<file path="src/rtl/pms_defines.svh">
// Constants of the power sequencer and its serial register port.
`ifndef PMS_DEFINES_SVH
`define PMS_DEFINES_SVH

`define PMS_SLAVE_ADDR 7'h60

`define PMS_OFS_ISR 8'h02
`define PMS_OFS_SYS 8'h07
`define PMS_OFS_EN 8'h10
`define PMS_OFS_STAT 8'h11
`define PMS_OFS_VCC 8'h20
`define PMS_OFS_BUCK1_TARGET_VOLTAGE_1 8'h23
`define PMS_OFS_BUCK1_TARGET_VOLTAGE_2 8'h24
`define PMS_OFS_BUCK1_RAMP_CONTROL 8'h25
`define PMS_OFS_BUCK2_TARGET_VOLTAGE_1 8'h29
`define PMS_OFS_BUCK2_TARGET_VOLTAGE_2 8'h2a
`define PMS_OFS_BUCK2_RAMP_CONTROL 8'h2b
`define PMS_OFS_BUCK_FUNCTION 8'h38
`define PMS_OFS_L1VC 8'h39
`define PMS_OFS_L2VC 8'h3a

`define PMS_SYS_RST 8'h28
`define PMS_SYS_WMASK 8'h77
`define PMS_SYS_FIXED 8'h08
`define PMS_EN_RST 8'h75
`define PMS_EN_WMASK 8'h55
`define PMS_EN_FIXED 8'h20

`define PMS_ISR_HOT 1
`define PMS_SYS_PRESET_LSB 4
`define PMS_SYS_BUCK2_FORCE_PWM 2
`define PMS_SYS_BUCK1_FORCE_PWM 1
`define PMS_SYS_EXTCLK 0
`define PMS_EN_BUCK1 0
`define PMS_EN_BUCK2 2
`define PMS_EN_LDO1 4
`define PMS_EN_LDO2 6

`define PMS_CLK_PERIOD_NS 100
`define PMS_DEGLITCH_US 1000
`define PMS_HALF_MS_US 500
`define PMS_DEGLITCH_CYC (`PMS_DEGLITCH_US * 1000 / `PMS_CLK_PERIOD_NS)
`define PMS_HALF_MS_CYC (`PMS_HALF_MS_US * 1000 / `PMS_CLK_PERIOD_NS)

// Delay choices in half-millisecond ticks: 1, 1.5, 2, 3, 6, 11 ms
`define PMS_DLY_1 5'h02
`define PMS_DLY_1P5 5'h03
`define PMS_DLY_2 5'h04
`define PMS_DLY_3 5'h06
`define PMS_DLY_6 5'h0c
`define PMS_DLY_11 5'h16
`define PMS_SEQ_END 5'h16

`endif

</file>
<file path="src/rtl/pms_pkg.sv">
// Types of the power sequencer and its serial register port.
package pms_pkg;

    typedef enum logic [1:0] {
        PMS_SEQ_IDLE = 2'b00,
        PMS_SEQ_UP = 2'b01,
        PMS_SEQ_DOWN = 2'b10
    } pms_seq_st_t;

    typedef enum logic [2:0] {
        PMS_I2C_IDLE = 3'b000,
        PMS_I2C_RX = 3'b001,
        PMS_I2C_ACK = 3'b010,
        PMS_I2C_TX = 3'b011,
        PMS_I2C_TXACK = 3'b100
    } pms_i2c_st_t;

    // Delay codes index the six allowed times
    typedef enum logic [2:0] {
        PMS_D1 = 3'b000,
        PMS_D1P5 = 3'b001,
        PMS_D2 = 3'b010,
        PMS_D3 = 3'b011,
        PMS_D6 = 3'b100,
        PMS_D11 = 3'b101
    } pms_dcode_t;

    typedef struct packed {
        logic [4:0] ldo2;
        logic [4:0] ldo1;
        logic [4:0] buck2;
        logic [4:0] buck1;
    } pms_dly_t;

    typedef struct packed {
        logic ldo2;
        logic ldo1;
        logic buck2;
        logic buck1;
    } pms_reg4_t;

endpackage : pms_pkg

</file>
<file path="src/rtl/pms_top.sv">
// Power sequencer with its serial register slave.
`timescale 1ns/10ps
`include "pms_defines.svh"

module pms_top #(
    parameter int DEGLITCH_CYC = `PMS_DEGLITCH_CYC,
    parameter int HALF_MS_CYC = `PMS_HALF_MS_CYC
) (
    // Clock and power-on reset
    input wire logic i_clk,
    input wire logic i_rstn,
    // Serial bus
    input wire logic i_scl,
    input wire logic i_sda,
    output logic o_sda_o,
    output logic o_sda_oe,
    // Sequencing pins
    input wire logic i_seq_trig,
    input wire pms_pkg::pms_reg4_t i_ext_en,
    input wire logic i_temp_hot,
    // Regulator control
    output pms_pkg::pms_reg4_t o_reg_on,
    output logic o_buck1_force_pwm,
    output logic o_buck2_force_pwm,
    output logic o_ext_clock_select
);

    // Maps a delay code to half-millisecond ticks
    function automatic logic [4:0] code_ticks(
        input pms_pkg::pms_dcode_t c);
        unique case (c)
            pms_pkg::PMS_D1: code_ticks = `PMS_DLY_1;
            pms_pkg::PMS_D1P5: code_ticks = `PMS_DLY_1P5;
            pms_pkg::PMS_D2: code_ticks = `PMS_DLY_2;
            pms_pkg::PMS_D3: code_ticks = `PMS_DLY_3;
            pms_pkg::PMS_D6: code_ticks = `PMS_DLY_6;
            default: code_ticks = `PMS_DLY_11;
        endcase
    endfunction : code_ticks

    function automatic pms_pkg::pms_dly_t mk_dly(
        input pms_pkg::pms_dcode_t b1,
        input pms_pkg::pms_dcode_t b2,
        input pms_pkg::pms_dcode_t l1,
        input pms_pkg::pms_dcode_t l2);
        mk_dly.buck1 = code_ticks(b1);
        mk_dly.buck2 = code_ticks(b2);
        mk_dly.ldo1 = code_ticks(l1);
        mk_dly.ldo2 = code_ticks(l2);
    endfunction : mk_dly

    // Preset to the four regulator delays
    function automatic pms_pkg::pms_dly_t preset_dly(
        input logic [2:0] p);
        unique case (p)
            3'h0: preset_dly = mk_dly(pms_pkg::PMS_D1,
                pms_pkg::PMS_D1, pms_pkg::PMS_D1, pms_pkg::PMS_D1);
            3'h1: preset_dly = mk_dly(pms_pkg::PMS_D1,
                pms_pkg::PMS_D1P5, pms_pkg::PMS_D2, pms_pkg::PMS_D2);
            3'h2: preset_dly = mk_dly(pms_pkg::PMS_D1P5,
                pms_pkg::PMS_D2, pms_pkg::PMS_D3, pms_pkg::PMS_D6);
            3'h3: preset_dly = mk_dly(pms_pkg::PMS_D1P5,
                pms_pkg::PMS_D2, pms_pkg::PMS_D1, pms_pkg::PMS_D1);
            3'h4: preset_dly = mk_dly(pms_pkg::PMS_D1P5,
                pms_pkg::PMS_D2, pms_pkg::PMS_D3, pms_pkg::PMS_D6);
            3'h5: preset_dly = mk_dly(pms_pkg::PMS_D1P5,
                pms_pkg::PMS_D1P5, pms_pkg::PMS_D2, pms_pkg::PMS_D2);
            3'h6: preset_dly = mk_dly(pms_pkg::PMS_D3,
                pms_pkg::PMS_D2, pms_pkg::PMS_D1, pms_pkg::PMS_D1P5);
            default: preset_dly = mk_dly(pms_pkg::PMS_D2,
                pms_pkg::PMS_D3, pms_pkg::PMS_D6, pms_pkg::PMS_D11);
        endcase
    endfunction : preset_dly

    // Index of a plain storage register, 15 when none
    function automatic logic [3:0] mem_idx(input logic [7:0] a);
        unique case (a)
            `PMS_OFS_VCC: mem_idx = 4'h0;
            `PMS_OFS_BUCK1_TARGET_VOLTAGE_1: mem_idx = 4'h1;
            `PMS_OFS_BUCK1_TARGET_VOLTAGE_2: mem_idx = 4'h2;
            `PMS_OFS_BUCK1_RAMP_CONTROL: mem_idx = 4'h3;
            `PMS_OFS_BUCK2_TARGET_VOLTAGE_1: mem_idx = 4'h4;
            `PMS_OFS_BUCK2_TARGET_VOLTAGE_2: mem_idx = 4'h5;
            `PMS_OFS_BUCK2_RAMP_CONTROL: mem_idx = 4'h6;
            `PMS_OFS_BUCK_FUNCTION: mem_idx = 4'h7;
            `PMS_OFS_L1VC: mem_idx = 4'h8;
            `PMS_OFS_L2VC: mem_idx = 4'h9;
            default: mem_idx = 4'hf;
        endcase
    endfunction : mem_idx

    // ---- Input synchronisers
    logic [7:0] pin_raw;
    logic [7:0] s1_r;
    logic [7:0] s2_r;
    logic [1:0] bus_prev_r;
    assign pin_raw = {i_temp_hot, i_ext_en, i_seq_trig, i_sda, i_scl};

    always_ff @(posedge i_clk or negedge i_rstn) begin
        if (!i_rstn) begin
            s1_r <= 8'h03;
            s2_r <= 8'h03;
            bus_prev_r <= 2'h3;
        end else begin
            s1_r <= pin_raw;
            s2_r <= s1_r;
            bus_prev_r <= s2_r[1:0];
        end
    end

    logic scl_s;
    logic sda_s;
    logic trig_s;
    logic hot_s;
    pms_pkg::pms_reg4_t ext_s;
    logic scl_rise;
    logic scl_fall;
    logic bus_start;
    logic bus_stop;
    assign scl_s = s2_r[0];
    assign sda_s = s2_r[1];
    assign trig_s = s2_r[2];
    assign ext_s = s2_r[6:3];
    assign hot_s = s2_r[7];
    assign scl_rise = scl_s & ~bus_prev_r[0];
    assign scl_fall = ~scl_s & bus_prev_r[0];
    assign bus_start = scl_s & bus_prev_r[0] & bus_prev_r[1] & ~sda_s;
    assign bus_stop = scl_s & bus_prev_r[0] & ~bus_prev_r[1] & sda_s;

    // ---- Trigger deglitch
    logic trig_q_r;
    logic trig_q_nxt;
    logic [15:0] dg_cnt_r;
    logic [15:0] dg_cnt_nxt;
    logic up_r;
    logic up_nxt;
    logic dn_r;
    logic dn_nxt;

    always_comb begin
        trig_q_nxt = trig_q_r;
        dg_cnt_nxt = 16'h0000;
        up_nxt = 1'b0;
        dn_nxt = 1'b0;
        if (trig_s != trig_q_r) begin
            dg_cnt_nxt = dg_cnt_r + 16'h0001;
            if (dg_cnt_r == 16'(DEGLITCH_CYC - 1)) begin
                dg_cnt_nxt = 16'h0000;
                trig_q_nxt = trig_s;
                up_nxt = trig_s;
                dn_nxt = ~trig_s;
            end
        end
    end

    always_ff @(posedge i_clk or negedge i_rstn) begin
        if (!i_rstn) begin
            trig_q_r <= 1'b0;
            dg_cnt_r <= 16'h0000;
            up_r <= 1'b0;
            dn_r <= 1'b0;
        end else begin
            trig_q_r <= trig_q_nxt;
            dg_cnt_r <= dg_cnt_nxt;
            up_r <= up_nxt;
            dn_r <= dn_nxt;
        end
    end

    // ---- Registers
    logic [7:0] sys_r;
    logic [7:0] sys_nxt;
    logic [7:0] en_r;
    logic [7:0] en_nxt;
    logic [7:0] mem_r [10];
    logic [7:0] mem_nxt [10];
    logic wr_req;
    logic [7:0] wr_data;
    logic [7:0] rd_data;
    logic [7:0] stat_val;
    logic [3:0] rd_idx;
    logic [3:0] wr_idx;
    logic [7:0] ptr_r;
    pms_pkg::pms_reg4_t on_r;

    assign stat_val = {on_r.buck1 & on_r.buck2, on_r.ldo1 & on_r.ldo2,
        on_r.ldo2, on_r.ldo1, 1'b0, on_r.buck2, 1'b0, on_r.buck1};
    assign rd_idx = mem_idx(ptr_r);
    assign wr_idx = mem_idx(ptr_r);

    always_comb begin
        unique case (ptr_r)
            `PMS_OFS_ISR: begin
                rd_data = 8'h00;
                rd_data[`PMS_ISR_HOT] = hot_s;
            end
            `PMS_OFS_SYS: rd_data = sys_r;
            `PMS_OFS_EN: rd_data = en_r;
            `PMS_OFS_STAT: rd_data = stat_val;
            default: rd_data = (rd_idx == 4'hf) ? 8'h00 : mem_r[rd_idx];
        endcase
    end

    always_comb begin
        sys_nxt = sys_r;
        en_nxt = en_r;
        mem_nxt = mem_r;
        if (wr_req) begin
            if (ptr_r == `PMS_OFS_SYS) begin
                sys_nxt = (wr_data & `PMS_SYS_WMASK) | `PMS_SYS_FIXED;
            end else if (ptr_r == `PMS_OFS_EN) begin
                en_nxt = (wr_data & `PMS_EN_WMASK) | `PMS_EN_FIXED;
            end else if (wr_idx != 4'hf) begin
                mem_nxt[wr_idx] = wr_data;
            end
        end
    end

    always_ff @(posedge i_clk or negedge i_rstn) begin
        if (!i_rstn) begin
            sys_r <= `PMS_SYS_RST;
            en_r <= `PMS_EN_RST;
            for (int i = 0; i < 10; i++) begin
                mem_r[i] <= 8'h00;
            end
        end else begin
            sys_r <= sys_nxt;
            en_r <= en_nxt;
            mem_r <= mem_nxt;
        end
    end

    // ---- Sequencer
    pms_pkg::pms_seq_st_t seq_st_r;
    pms_pkg::pms_seq_st_t seq_st_nxt;
    logic [15:0] pre_r;
    logic [15:0] pre_nxt;
    logic [4:0] tick_r;
    logic [4:0] tick_nxt;
    pms_pkg::pms_dly_t dly_r;
    pms_pkg::pms_dly_t dly_nxt;
    pms_pkg::pms_reg4_t seq_on_r;
    pms_pkg::pms_reg4_t seq_on_nxt;
    logic lvl;

    always_comb begin
        seq_st_nxt = seq_st_r;
        pre_nxt = pre_r;
        tick_nxt = tick_r;
        dly_nxt = dly_r;
        seq_on_nxt = seq_on_r;
        lvl = (seq_st_r == pms_pkg::PMS_SEQ_UP);
        if (up_r || dn_r) begin
            seq_st_nxt = up_r ? pms_pkg::PMS_SEQ_UP
                : pms_pkg::PMS_SEQ_DOWN;
            pre_nxt = 16'h0000;
            tick_nxt = 5'h00;
            // Shutdown reuses the power-on delays
            dly_nxt = preset_dly(
                sys_r[`PMS_SYS_PRESET_LSB +: 3]);
        end else if (seq_st_r != pms_pkg::PMS_SEQ_IDLE) begin
            if (tick_r >= dly_r.buck1) seq_on_nxt.buck1 = lvl;
            if (tick_r >= dly_r.buck2) seq_on_nxt.buck2 = lvl;
            if (tick_r >= dly_r.ldo1) seq_on_nxt.ldo1 = lvl;
            if (tick_r >= dly_r.ldo2) seq_on_nxt.ldo2 = lvl;
            pre_nxt = pre_r + 16'h0001;
            if (pre_r == 16'(HALF_MS_CYC - 1)) begin
                pre_nxt = 16'h0000;
                tick_nxt = tick_r + 5'h01;
            end
            if (tick_r >= `PMS_SEQ_END) begin
                seq_st_nxt = pms_pkg::PMS_SEQ_IDLE;
            end
        end
    end

    always_ff @(posedge i_clk or negedge i_rstn) begin
        if (!i_rstn) begin
            seq_st_r <= pms_pkg::PMS_SEQ_IDLE;
            pre_r <= 16'h0000;
            tick_r <= 5'h00;
            dly_r <= '0;
            seq_on_r <= '0;
        end else begin
            seq_st_r <= seq_st_nxt;
            pre_r <= pre_nxt;
            tick_r <= tick_nxt;
            dly_r <= dly_nxt;
            seq_on_r <= seq_on_nxt;
        end
    end

    // ---- Regulator outputs
    pms_pkg::pms_reg4_t reg_en;
    pms_pkg::pms_reg4_t on_nxt;
    assign reg_en = {en_r[`PMS_EN_LDO2], en_r[`PMS_EN_LDO1],
        en_r[`PMS_EN_BUCK2], en_r[`PMS_EN_BUCK1]};

    always_comb begin
        // Pins count only while the accepted trigger is low
        if (trig_q_r) begin
            on_nxt = reg_en & seq_on_r;
        end else begin
            on_nxt = reg_en & (ext_s | seq_on_r);
        end
    end

    always_ff @(posedge i_clk or negedge i_rstn) begin
        if (!i_rstn) begin
            on_r <= '0;
            o_buck1_force_pwm <= 1'b0;
            o_buck2_force_pwm <= 1'b0;
            o_ext_clock_select <= 1'b0;
        end else begin
            on_r <= on_nxt;
            o_buck1_force_pwm <= sys_r[`PMS_SYS_BUCK1_FORCE_PWM];
            o_buck2_force_pwm <= sys_r[`PMS_SYS_BUCK2_FORCE_PWM];
            o_ext_clock_select <= sys_r[`PMS_SYS_EXTCLK];
        end
    end
    assign o_reg_on = on_r;

    // ---- Serial slave
    pms_pkg::pms_i2c_st_t st_r;
    pms_pkg::pms_i2c_st_t st_nxt;
    logic [3:0] bit_r;
    logic [3:0] bit_nxt;
    logic [7:0] sh_r;
    logic [7:0] sh_nxt;
    logic [1:0] idx_r;
    logic [1:0] idx_nxt;
    logic rw_r;
    logic rw_nxt;
    logic [7:0] ptr_nxt;
    logic oe_r;
    logic oe_nxt;
    logic mack_r;
    logic mack_nxt;

    always_comb begin
        st_nxt = st_r;
        bit_nxt = bit_r;
        sh_nxt = sh_r;
        idx_nxt = idx_r;
        rw_nxt = rw_r;
        ptr_nxt = ptr_r;
        oe_nxt = oe_r;
        mack_nxt = mack_r;
        wr_req = 1'b0;
        wr_data = sh_r;
        if (bus_start) begin
            st_nxt = pms_pkg::PMS_I2C_RX;
            bit_nxt = 4'h0;
            idx_nxt = 2'h0;
            oe_nxt = 1'b0;
        end else if (bus_stop) begin
            st_nxt = pms_pkg::PMS_I2C_IDLE;
            oe_nxt = 1'b0;
        end else begin
            unique case (st_r)
                pms_pkg::PMS_I2C_IDLE: begin
                    oe_nxt = 1'b0;
                end
                pms_pkg::PMS_I2C_RX: begin
                    if (scl_rise && bit_r != 4'h8) begin
                        sh_nxt = {sh_r[6:0], sda_s};
                        bit_nxt = bit_r + 4'h1;
                    end else if (scl_fall && bit_r == 4'h8) begin
                        bit_nxt = 4'h0;
                        st_nxt = pms_pkg::PMS_I2C_ACK;
                        oe_nxt = 1'b1;
                        if (idx_r == 2'h0) begin
                            rw_nxt = sh_r[0];
                            if (sh_r[7:1] != `PMS_SLAVE_ADDR) begin
                                st_nxt = pms_pkg::PMS_I2C_IDLE;
                                oe_nxt = 1'b0;
                            end
                        end else if (idx_r == 2'h1) begin
                            ptr_nxt = sh_r;
                        end else begin
                            wr_req = 1'b1;
                        end
                    end
                end
                pms_pkg::PMS_I2C_ACK: begin
                    if (scl_fall) begin
                        oe_nxt = 1'b0;
                        bit_nxt = 4'h0;
                        if (idx_r == 2'h0 && rw_r) begin
                            st_nxt = pms_pkg::PMS_I2C_TX;
                            sh_nxt = rd_data;
                            oe_nxt = ~rd_data[7];
                        end else begin
                            st_nxt = pms_pkg::PMS_I2C_RX;
                            idx_nxt = (idx_r == 2'h0) ? 2'h1 : 2'h2;
                        end
                    end
                end
                pms_pkg::PMS_I2C_TX: begin
                    if (scl_fall) begin
                        if (bit_r == 4'h7) begin
                            oe_nxt = 1'b0;
                            st_nxt = pms_pkg::PMS_I2C_TXACK;
                        end else begin
                            bit_nxt = bit_r + 4'h1;
                            sh_nxt = {sh_r[6:0], 1'b0};
                            oe_nxt = ~sh_r[6];
                        end
                    end
                end
                pms_pkg::PMS_I2C_TXACK: begin
                    if (scl_rise) begin
                        mack_nxt = ~sda_s;
                    end else if (scl_fall) begin
                        bit_nxt = 4'h0;
                        if (mack_r) begin
                            st_nxt = pms_pkg::PMS_I2C_TX;
                            sh_nxt = rd_data;
                            oe_nxt = ~rd_data[7];
                        end else begin
                            st_nxt = pms_pkg::PMS_I2C_IDLE;
                        end
                    end
                end
                default: begin
                    st_nxt = pms_pkg::PMS_I2C_IDLE;
                    oe_nxt = 1'b0;
                end
            endcase
        end
    end

    always_ff @(posedge i_clk or negedge i_rstn) begin
        if (!i_rstn) begin
            st_r <= pms_pkg::PMS_I2C_IDLE;
            bit_r <= 4'h0;
            sh_r <= 8'h00;
            idx_r <= 2'h0;
            rw_r <= 1'b0;
            ptr_r <= 8'h00;
            oe_r <= 1'b0;
            mack_r <= 1'b0;
            o_sda_o <= 1'b0;
        end else begin
            st_r <= st_nxt;
            bit_r <= bit_nxt;
            sh_r <= sh_nxt;
            idx_r <= idx_nxt;
            rw_r <= rw_nxt;
            ptr_r <= ptr_nxt;
            oe_r <= oe_nxt;
            mack_r <= mack_nxt;
            o_sda_o <= 1'b0;
        end
    end
    assign o_sda_oe = oe_r;

endmodule : pms_top

</file>
<file path="config.mk">
export PLATFORM = sky130hd
export DESIGN_NAME = pms_top
export DESIGN_NICKNAME = d
export VERILOG_FILES = /design/src/rtl/pms_pkg.sv /design/src/rtl/pms_top.sv
export VERILOG_INCLUDE_DIRS = /design/src /design/src/rtl
export SDC_FILE = /design/constraint.sdc
export NUM_CORES = 1
export LEC_CHECK = 0
export BUFFER_PORTS_ARGS = -buffer_cell sky130_fd_sc_hd__buf_2
export CAP_MARGIN = 20
export CORE_MARGIN = 10
export CORE_UTILIZATION = 30
export CTS_CLUSTER_DIAMETER = 30
export CTS_CLUSTER_SIZE = 16
export DETAILED_ROUTE_END_ITERATION = 12
export GPL_TIMING_DRIVEN = 0
export SLEW_MARGIN = 25
export SYNTH_ARGS = -nofsm -noshare
export SYNTH_HDL_FRONTEND = slang
export SYNTH_SLANG_ARGS = --single-unit
</file>
<file path="constraint.sdc">
create_clock -name i_clk -period 5.47 [get_ports i_clk]
set_input_delay 0.547 -clock i_clk [delete_from_list [all_inputs] [get_ports i_clk]]
set_output_delay 0.547 -clock i_clk [all_outputs]
set_load 0.05 [all_outputs]
</file>
==> results.py, run 1 <==
metrics = {
    "timing": {
        "holdWs_ns": 0.0912,
        "max_freq_mhz": 332,
        "slew_headroom": 0.296,
        "period_share": 0.550,
        "final_hold_viol_count": 0,
        "drv_slew": 0,
        "setup_violations": 0,
        "period_needed_ns": 3.01,
        "skew_ns": 0.0270,
        "grt_setup_unrepaired": "no",
        "fin_setup_tns_ns": 0,
        "tightest_slew_ns": 1.05,
    },
    "worst_setup_path": {
        "startpoint_type": "flip-flop",
        "timing.rr.end": "mem_r[76]",
        "required_ns": 5.89,
        "r2r_slack_ns": 2.46,
        "rr_worst_depth": 6,
        "worstSetupPathType": "flip-flop to flip-flop",
        "crit_chain": "or3b_1, buf_2, nor2_2, nand2_2, nor2_2, mux2_2",
        "reg2reg_from": "ptr_r[6]",
        "cpPeakStageDelay_ns": 0.59,
        "crit_top_cell": "nor2_2",
        "crit_arrival_ns": 3.43,
        "slowest_stage": "nor2_2",
        "cp_max_fo": 9,
        "cp-end-kind": "flip-flop",
    },
    "clock_network": {
        "htreeDepth": 2,
        "cts_resized": 0,
        "clock-sinks": 201,
        "clk_path_buf_depth": 3,
        "cts_setup_buffers": 0,
        "cts_tree": "yes",
        "clk_latency_ns": 0.56,
        "cts_buffers": 42,
        "postCtsHoldBufs": 1,
        "clock-root-buffer": "clkbuf_16",
        "clk_pin_slew_worst_paths_ns": 0.05,
    },
    "min_path": {
        "holdPathStages": 1,
        "hold_class": "input pin to flip-flop",
        "min_to": "s1_r[5]",
        "worstHoldStart": "i_ext_en[2]",
    },
    "floorplanning": {
        "fp.coreArea_um2": 33600,
        "die_h_um": 205,
        "row_count": 67,
        "initial_utilization": 0.305,
        "die_x_um": 205,
        "die-area_um2": 42000,
        "num_io_pins": 19,
    },
    "logic_synthesis": {
        "synth.avg_cell_area_um2": 10.5,
        "synthFlopType": "dfrtp_1",
        "synthCells": 975,
        "synth_fp_nets": 1003,
        "synth_cell_type_count": 87,
        "seq_area_frac_synth": 0.492,
        "synth_warnings": 0,
        "synth_top_area_frac": 0.464,
        "ys_ff_latch": 201,
        "synthArstFlopShare": 1.00,
        "synth_area_leaders": "dfrtp_1 (46%), mux2_2 (11%), a21oi_1 (3.1%)",
        "mappedNetlistArea_um2": 10300,
        "synth_area_leader_cell": "dfrtp_1",
        "synth_edf_count": 0,
    },
    "routing": {
        "wl_per_cell_um": 18.5,
        "num_vias": 7898,
        "drt-total-wl_um": 28200,
        "drt_iter0_markers": 584,
        "drc": 0,
        "drtAntennaViolNets": 0,
        "dr.pass1.iters": 5,
        "viasPerCell": 5.19,
    },
    "global_routing": {
        "gr-usage-all-layers": 0.135,
        "grt_max_degree": 89,
        "antenna_found_initial": 0,
        "overflow": 0,
        "grt_pass1_vias": 7924,
        "grt_pass1_wl_um": 45200,
    },
    "placed_design": {
        "port_buffers": 17,
        "hpwl_um": 19600,
        "placed_cells": 1442,
        "gp_congestion": 0.905,
    },
    "cells_and_area": {
        "finalNetCount": 1067,
        "syn_to_final_growth_pct": 21.6,
        "final_common_cell": "dfrtp_1",
        "final_cell_mix": "dfrtp_1 (190), mux2_2 (99), nor2_1 (80)",
        "drive_gt1_frac": 0.249,
        "diodes": 0,
        "instances_no_fill": 1521,
    },
    "power_and_ir_drop": {
        "powerDensity_nw_per_um2": 371,
        "leakage_nw": 5.48,
        "max-vdd-ir-drop_uv": 340,
        "report.power.total_mw": 4.63,
    },
    "run": {
        "cap_violations": 0,
    },
    "outcome": {
        "status": "completed",
    },
}
==> power breakdown <==
part | switching [mW] | internal [mW] | total (mW)
Clock | 0.928 | 1.68 | 2.61
Sequential | 0.0715 | 1.54 | 1.61
Combinational | 0.304 | 0.109 | 0.413
Total | 1.30 | 3.33 | 4.63
==> sequential cells by signal, indices dropped and copies added, names as in the netlist, 2 cells and up <==
register and count:
seq_st_r 2, sh_r 8, st_r 3, o_reg_on 4, dly_r 12, bus_prev_r 2, tick_r 5, en_r 4
seq_on_r 4, pre_r 16, dg_cnt_r 16, idx_r 2, ptr_r 8, mem_r 80, s1_r 8, sys_r 6
s2_r 8, bit_r 4
==> routing by layer <==
layer  routed length, µm  part of all wire  track usage  vias up
li1                    -                 -            -     3680
met1               12900              0.46        0.179     3948
met2               12900              0.46        0.212      208
met3                1540             0.055       0.0278       62
met4                 843             0.030       0.0549        0
met5                   0                 0            0        -
==> cell usage after synthesis, drive strengths merged, types with 8 or more instances <==
master and count:
dfrtp 190, mux2 99, nor2 91, a21oi 64
nand2 58, o21ai 52, inv 33, nand3 32
clkbuf 29, nor3 20, buf 19, ha 18
xor2 18, nor2b 16, xnor2 14, nand2b 13
a31oi 12, nand4 12, o22ai 12, dfstp 11
and3 10, nor4 9, o211ai 9, a22oi 8
o221ai 8, o31ai 8, or2 8
==> layout make-up <==
class                           count  area [µm²]
Fill cell                        3300       21100
Sequential cell                   201        5040
Multi-Input combinational cell    692        4870
Clock buffer                       46        1100
Tap cell                          448         561
Clock inverter                     32         395
Buffer                             48         216
Timing Repair Buffer               20         160
Inverter                           34         128
==> logic make-up after synthesis <==
| kind of cell | synth area share |
|---|---|
| other | 0.000366 |
| adders and majority gates | 0.0220 |
| AOI/OAI and AO/OA | 0.149 |
| muxes | 0.116 |
| and+or+nand+nor | 0.161 |
| buffers and inverters | 0.0336 |
| xor gates and xnor gates | 0.0273 |
| DFF | 0.492 |
==> critical path: cells and delay by family, from the launching register on <==
kind,cells,cell delay [ns]
flip-flops,1,0.48
multiplexers,1,0.40
AND/OR/NAND/NOR,4,1.79
buffers and inverters,1,0.21
==> through the flow <==
| step | instance area [µm²] | util | setup slack [ns] |
|---|---|---|---|
| after floorplan | 10300 | - | 3.07 |
| after detailed placement | 11000 | 0.326 | 2.53 |
| after CTS | 12500 | 0.371 | 2.50 |
| after global routing | 12500 | 0.371 | 2.35 |
| final | 12500 | 0.371 | 2.46 |
| after global placement | 10900 | 0.324 | 0.370 |
==> worst max path at each step <==
stage	start	to	depth (start not counted)
after floorplan	bus_prev_r[0]	mem_r[0]	8
after global placement	i_rstn	o_ext_clock_select	1
after detailed placement	ptr_r[6]	mem_r[8]	6
after CTS	ptr_r[6]	mem_r[77]	6
after global routing	s2_r[1]	mem_r[78]	8
final	ptr_r[6]	mem_r[76]	6
Power figures use the tool's default switching activity.
==> run 2: changes to the inputs <==
==> constraint.sdc (replaced) <==
create_clock -name i_clk -period 2.93 [get_ports i_clk]
set_input_delay 0.293 -clock i_clk [delete_from_list [all_inputs] [get_ports i_clk]]
set_output_delay 0.293 -clock i_clk [all_outputs]
set_load 0.05 [all_outputs]
==> results.py, run 2 (synthesis gave the netlist of run 1 again) <==
metrics = {
    "outcome": {
        "status": "finished, violations left",
        "violations": "negative setup slack",
    },
    "timing": {
        "period_share": 1.00,
        "grt_setup_unrepaired": "yes",
        "setup_violations": 2,
        "holdWs_ns": 0.204,
        "final_hold_viol_count": 0,
        "tightest_slew_ns": 0.819,
        "drv_slew": 0,
        "max_freq_mhz": 341,
        "setup_slack_ns": -0.00540,
        "skew_ns": 0.0271,
        "period_needed_ns": 2.94,
        "slew_headroom": 0.440,
    },
    "placed_design": {
        "placed_cells": 1442,
        "pre_cts_ws_ns": -0.0107,
        "placed_cell_area_um2": 11000,
        "hpwl_um": 19600,
        "gp_congestion": 0.905,
        "port_buffers": 17,
    },
    "clock_network": {
        "clk_pin_slew_worst_paths_ns": 0.05,
        "htreeDepth": 2,
        "clock-sinks": 201,
        "clock-root-buffer": "clkbuf_16",
        "cts_tree": "yes",
        "clk_path_buf_depth": 3,
        "cts_buffers": 42,
        "clk_latency_ns": 0.56,
    },
    "floorplanning": {
        "die-area_um2": 42000,
        "die_h_um": 205,
        "num_io_pins": 19,
        "initial_utilization": 0.305,
        "fp.coreArea_um2": 33600,
        "die_x_um": 205,
        "row_count": 67,
    },
    "cells_and_area": {
        "final_cell_mix": "dfrtp_1 (190), mux2_2 (99), nor2_1 (79)",
        "final_common_cell": "dfrtp_1",
        "fillers": 3280,
        "top_regs": "mem_r (80), dg_cnt_r (16), pre_r (16)",
        "diodes": 0,
        "syn_to_final_growth_pct": 23.1,
        "instances_no_fill": 1532,
        "top_register": "mem_r",
        "finalNetCount": 1078,
        "final_area_um2": 12600,
        "largest_reg_flops": 80,
        "multi_input_area_um2": 4910,
        "postLayoutCoreUtil": 0.376,
        "regArea_um2": 5040,
        "drive_gt1_frac": 0.251,
    },
    "worst_setup_path": {
        "crit_arrival_ns": 3.35,
        "timing.rr.end": "mem_r[60]",
        "critical_path.top_delay_family": "simple AND/OR/NAND/NOR gates",
        "startpoint_type": "flip-flop",
        "r2r_slack_ns": -0.005,
        "path_buf_inv": 1,
        "rr_worst_depth": 8,
        "worstSetupPathType": "flip-flop to flip-flop",
        "cp_max_fo": 8,
        "cp-end-kind": "flip-flop",
        "required_ns": 3.35,
        "cpPeakStageDelay_ns": 0.52,
        "reg2reg_from": "s2_r[1]",
        "crit_chain": "clkbuf_1, xor2_1, nand3_1, nand3_2, nor2_4, o211ai_2, nor2_2, mux2_2",
        "slowest_stage": "dfstp_2",
    },
    "routing": {
        "drt_iter0_markers": 590,
        "drc": 0,
        "wl_per_cell_um": 18.5,
        "drt-total-wl_um": 28400,
        "num_vias": 7966,
        "viasPerCell": 5.20,
        "dr.pass1.iters": 5,
        "drtAntennaViolNets": 0,
    },
    "power_and_ir_drop": {
        "max-vdd-ir-drop_uv": 637,
        "powerDensity_nw_per_um2": 686,
        "leakage_nw": 5.53,
    },
    "global_routing": {
        "overflow": 0,
        "gr-usage-all-layers": 0.136,
        "grt_pass1_wl_um": 45500,
        "grt_max_degree": 89,
        "antenna_found_initial": 0,
        "grt_pass1_vias": 7974,
    },
    "min_path": {
        "hold_class": "input pin to async pin",
    },
    "run": {
        "cap_violations": 0,
    },
}
## run 2: cell types whose count changed in the layout (fill, tap and decap cells not counted), sizes merged
cell / previous run / this run
buf: 38 / 41
dlygate4sd3: 1 / 9
## run 2: repair_timing
action,CTS,global route
pin swaps,0,2
endpoints found under the setup margin,16,78
setup buffers,0,3
hold buffers,9,0
hold endpoints to repair,65,0
gates resized for setup,1,7
## run 2: where the power goes
| group | leakage [nW] | switching [mW] | total [mW] | internal (mW) |
|---|---|---|---|---|
| Clock | 0.706 | 1.74 | 4.87 | 3.13 |
| Sequential | 2.72 | 0.133 | 3.01 | 2.88 |
| Combinational | 2.11 | 0.573 | 0.783 | 0.210 |
## run 2: worst max-delay path by stage
| stage | start | end | slack (ns) | cells past startpoint |
|---|---|---|---|---|
| detailed placement | ptr_r[6] | mem_r[8] | -0.01 | 6 |
| floorplan | bus_prev_r[0] | mem_r[0] | 0.53 | 8 |
| global placement | i_rstn | o_ext_clock_select | -1.92 | 1 |
| CTS | s2_r[1] | mem_r[77] | 0.006 | 8 |
| finish | s2_r[1] | mem_r[60] | -0.005 | 8 |
| global route | s2_r[1] | mem_r[57] | -0.18 | 8 |
## run 2: area by class of cell
| cell class | instances | share of cell area |
|---|---|---|
| tap | 448 | 0.0444 |
| multi-input combinational | 692 | 0.389 |
| sequential | 201 | 0.400 |
| buffer | 48 | 0.0171 |
| clock inverter | 32 | 0.0313 |
| inverter | 34 | 0.0101 |
| clock buffer | 46 | 0.0868 |
| timing repair buffer | 31 | 0.0218 |
## run 2: metal layers
metal / share of wire / vias to the layer above / global-route usage
li1: - / 3713 / -
met1: 0.45 / 3988 / 0.179
met2: 0.46 / 203 / 0.214
met3: 0.058 / 62 / 0.0280
met4: 0.030 / 0 / 0.0549
met5: 0 / - / 0
## run 2: metrics by stage
stage | TNS, ns | power [mW]
after detailed placement | -0.0588 | 3.81
after global placement | -368.36 | 3.80
after CTS | 0 | 8.75
after floorplan | 0 | 3.43
after global routing | -2.23 | 8.98
final | -0.00966 | 8.67
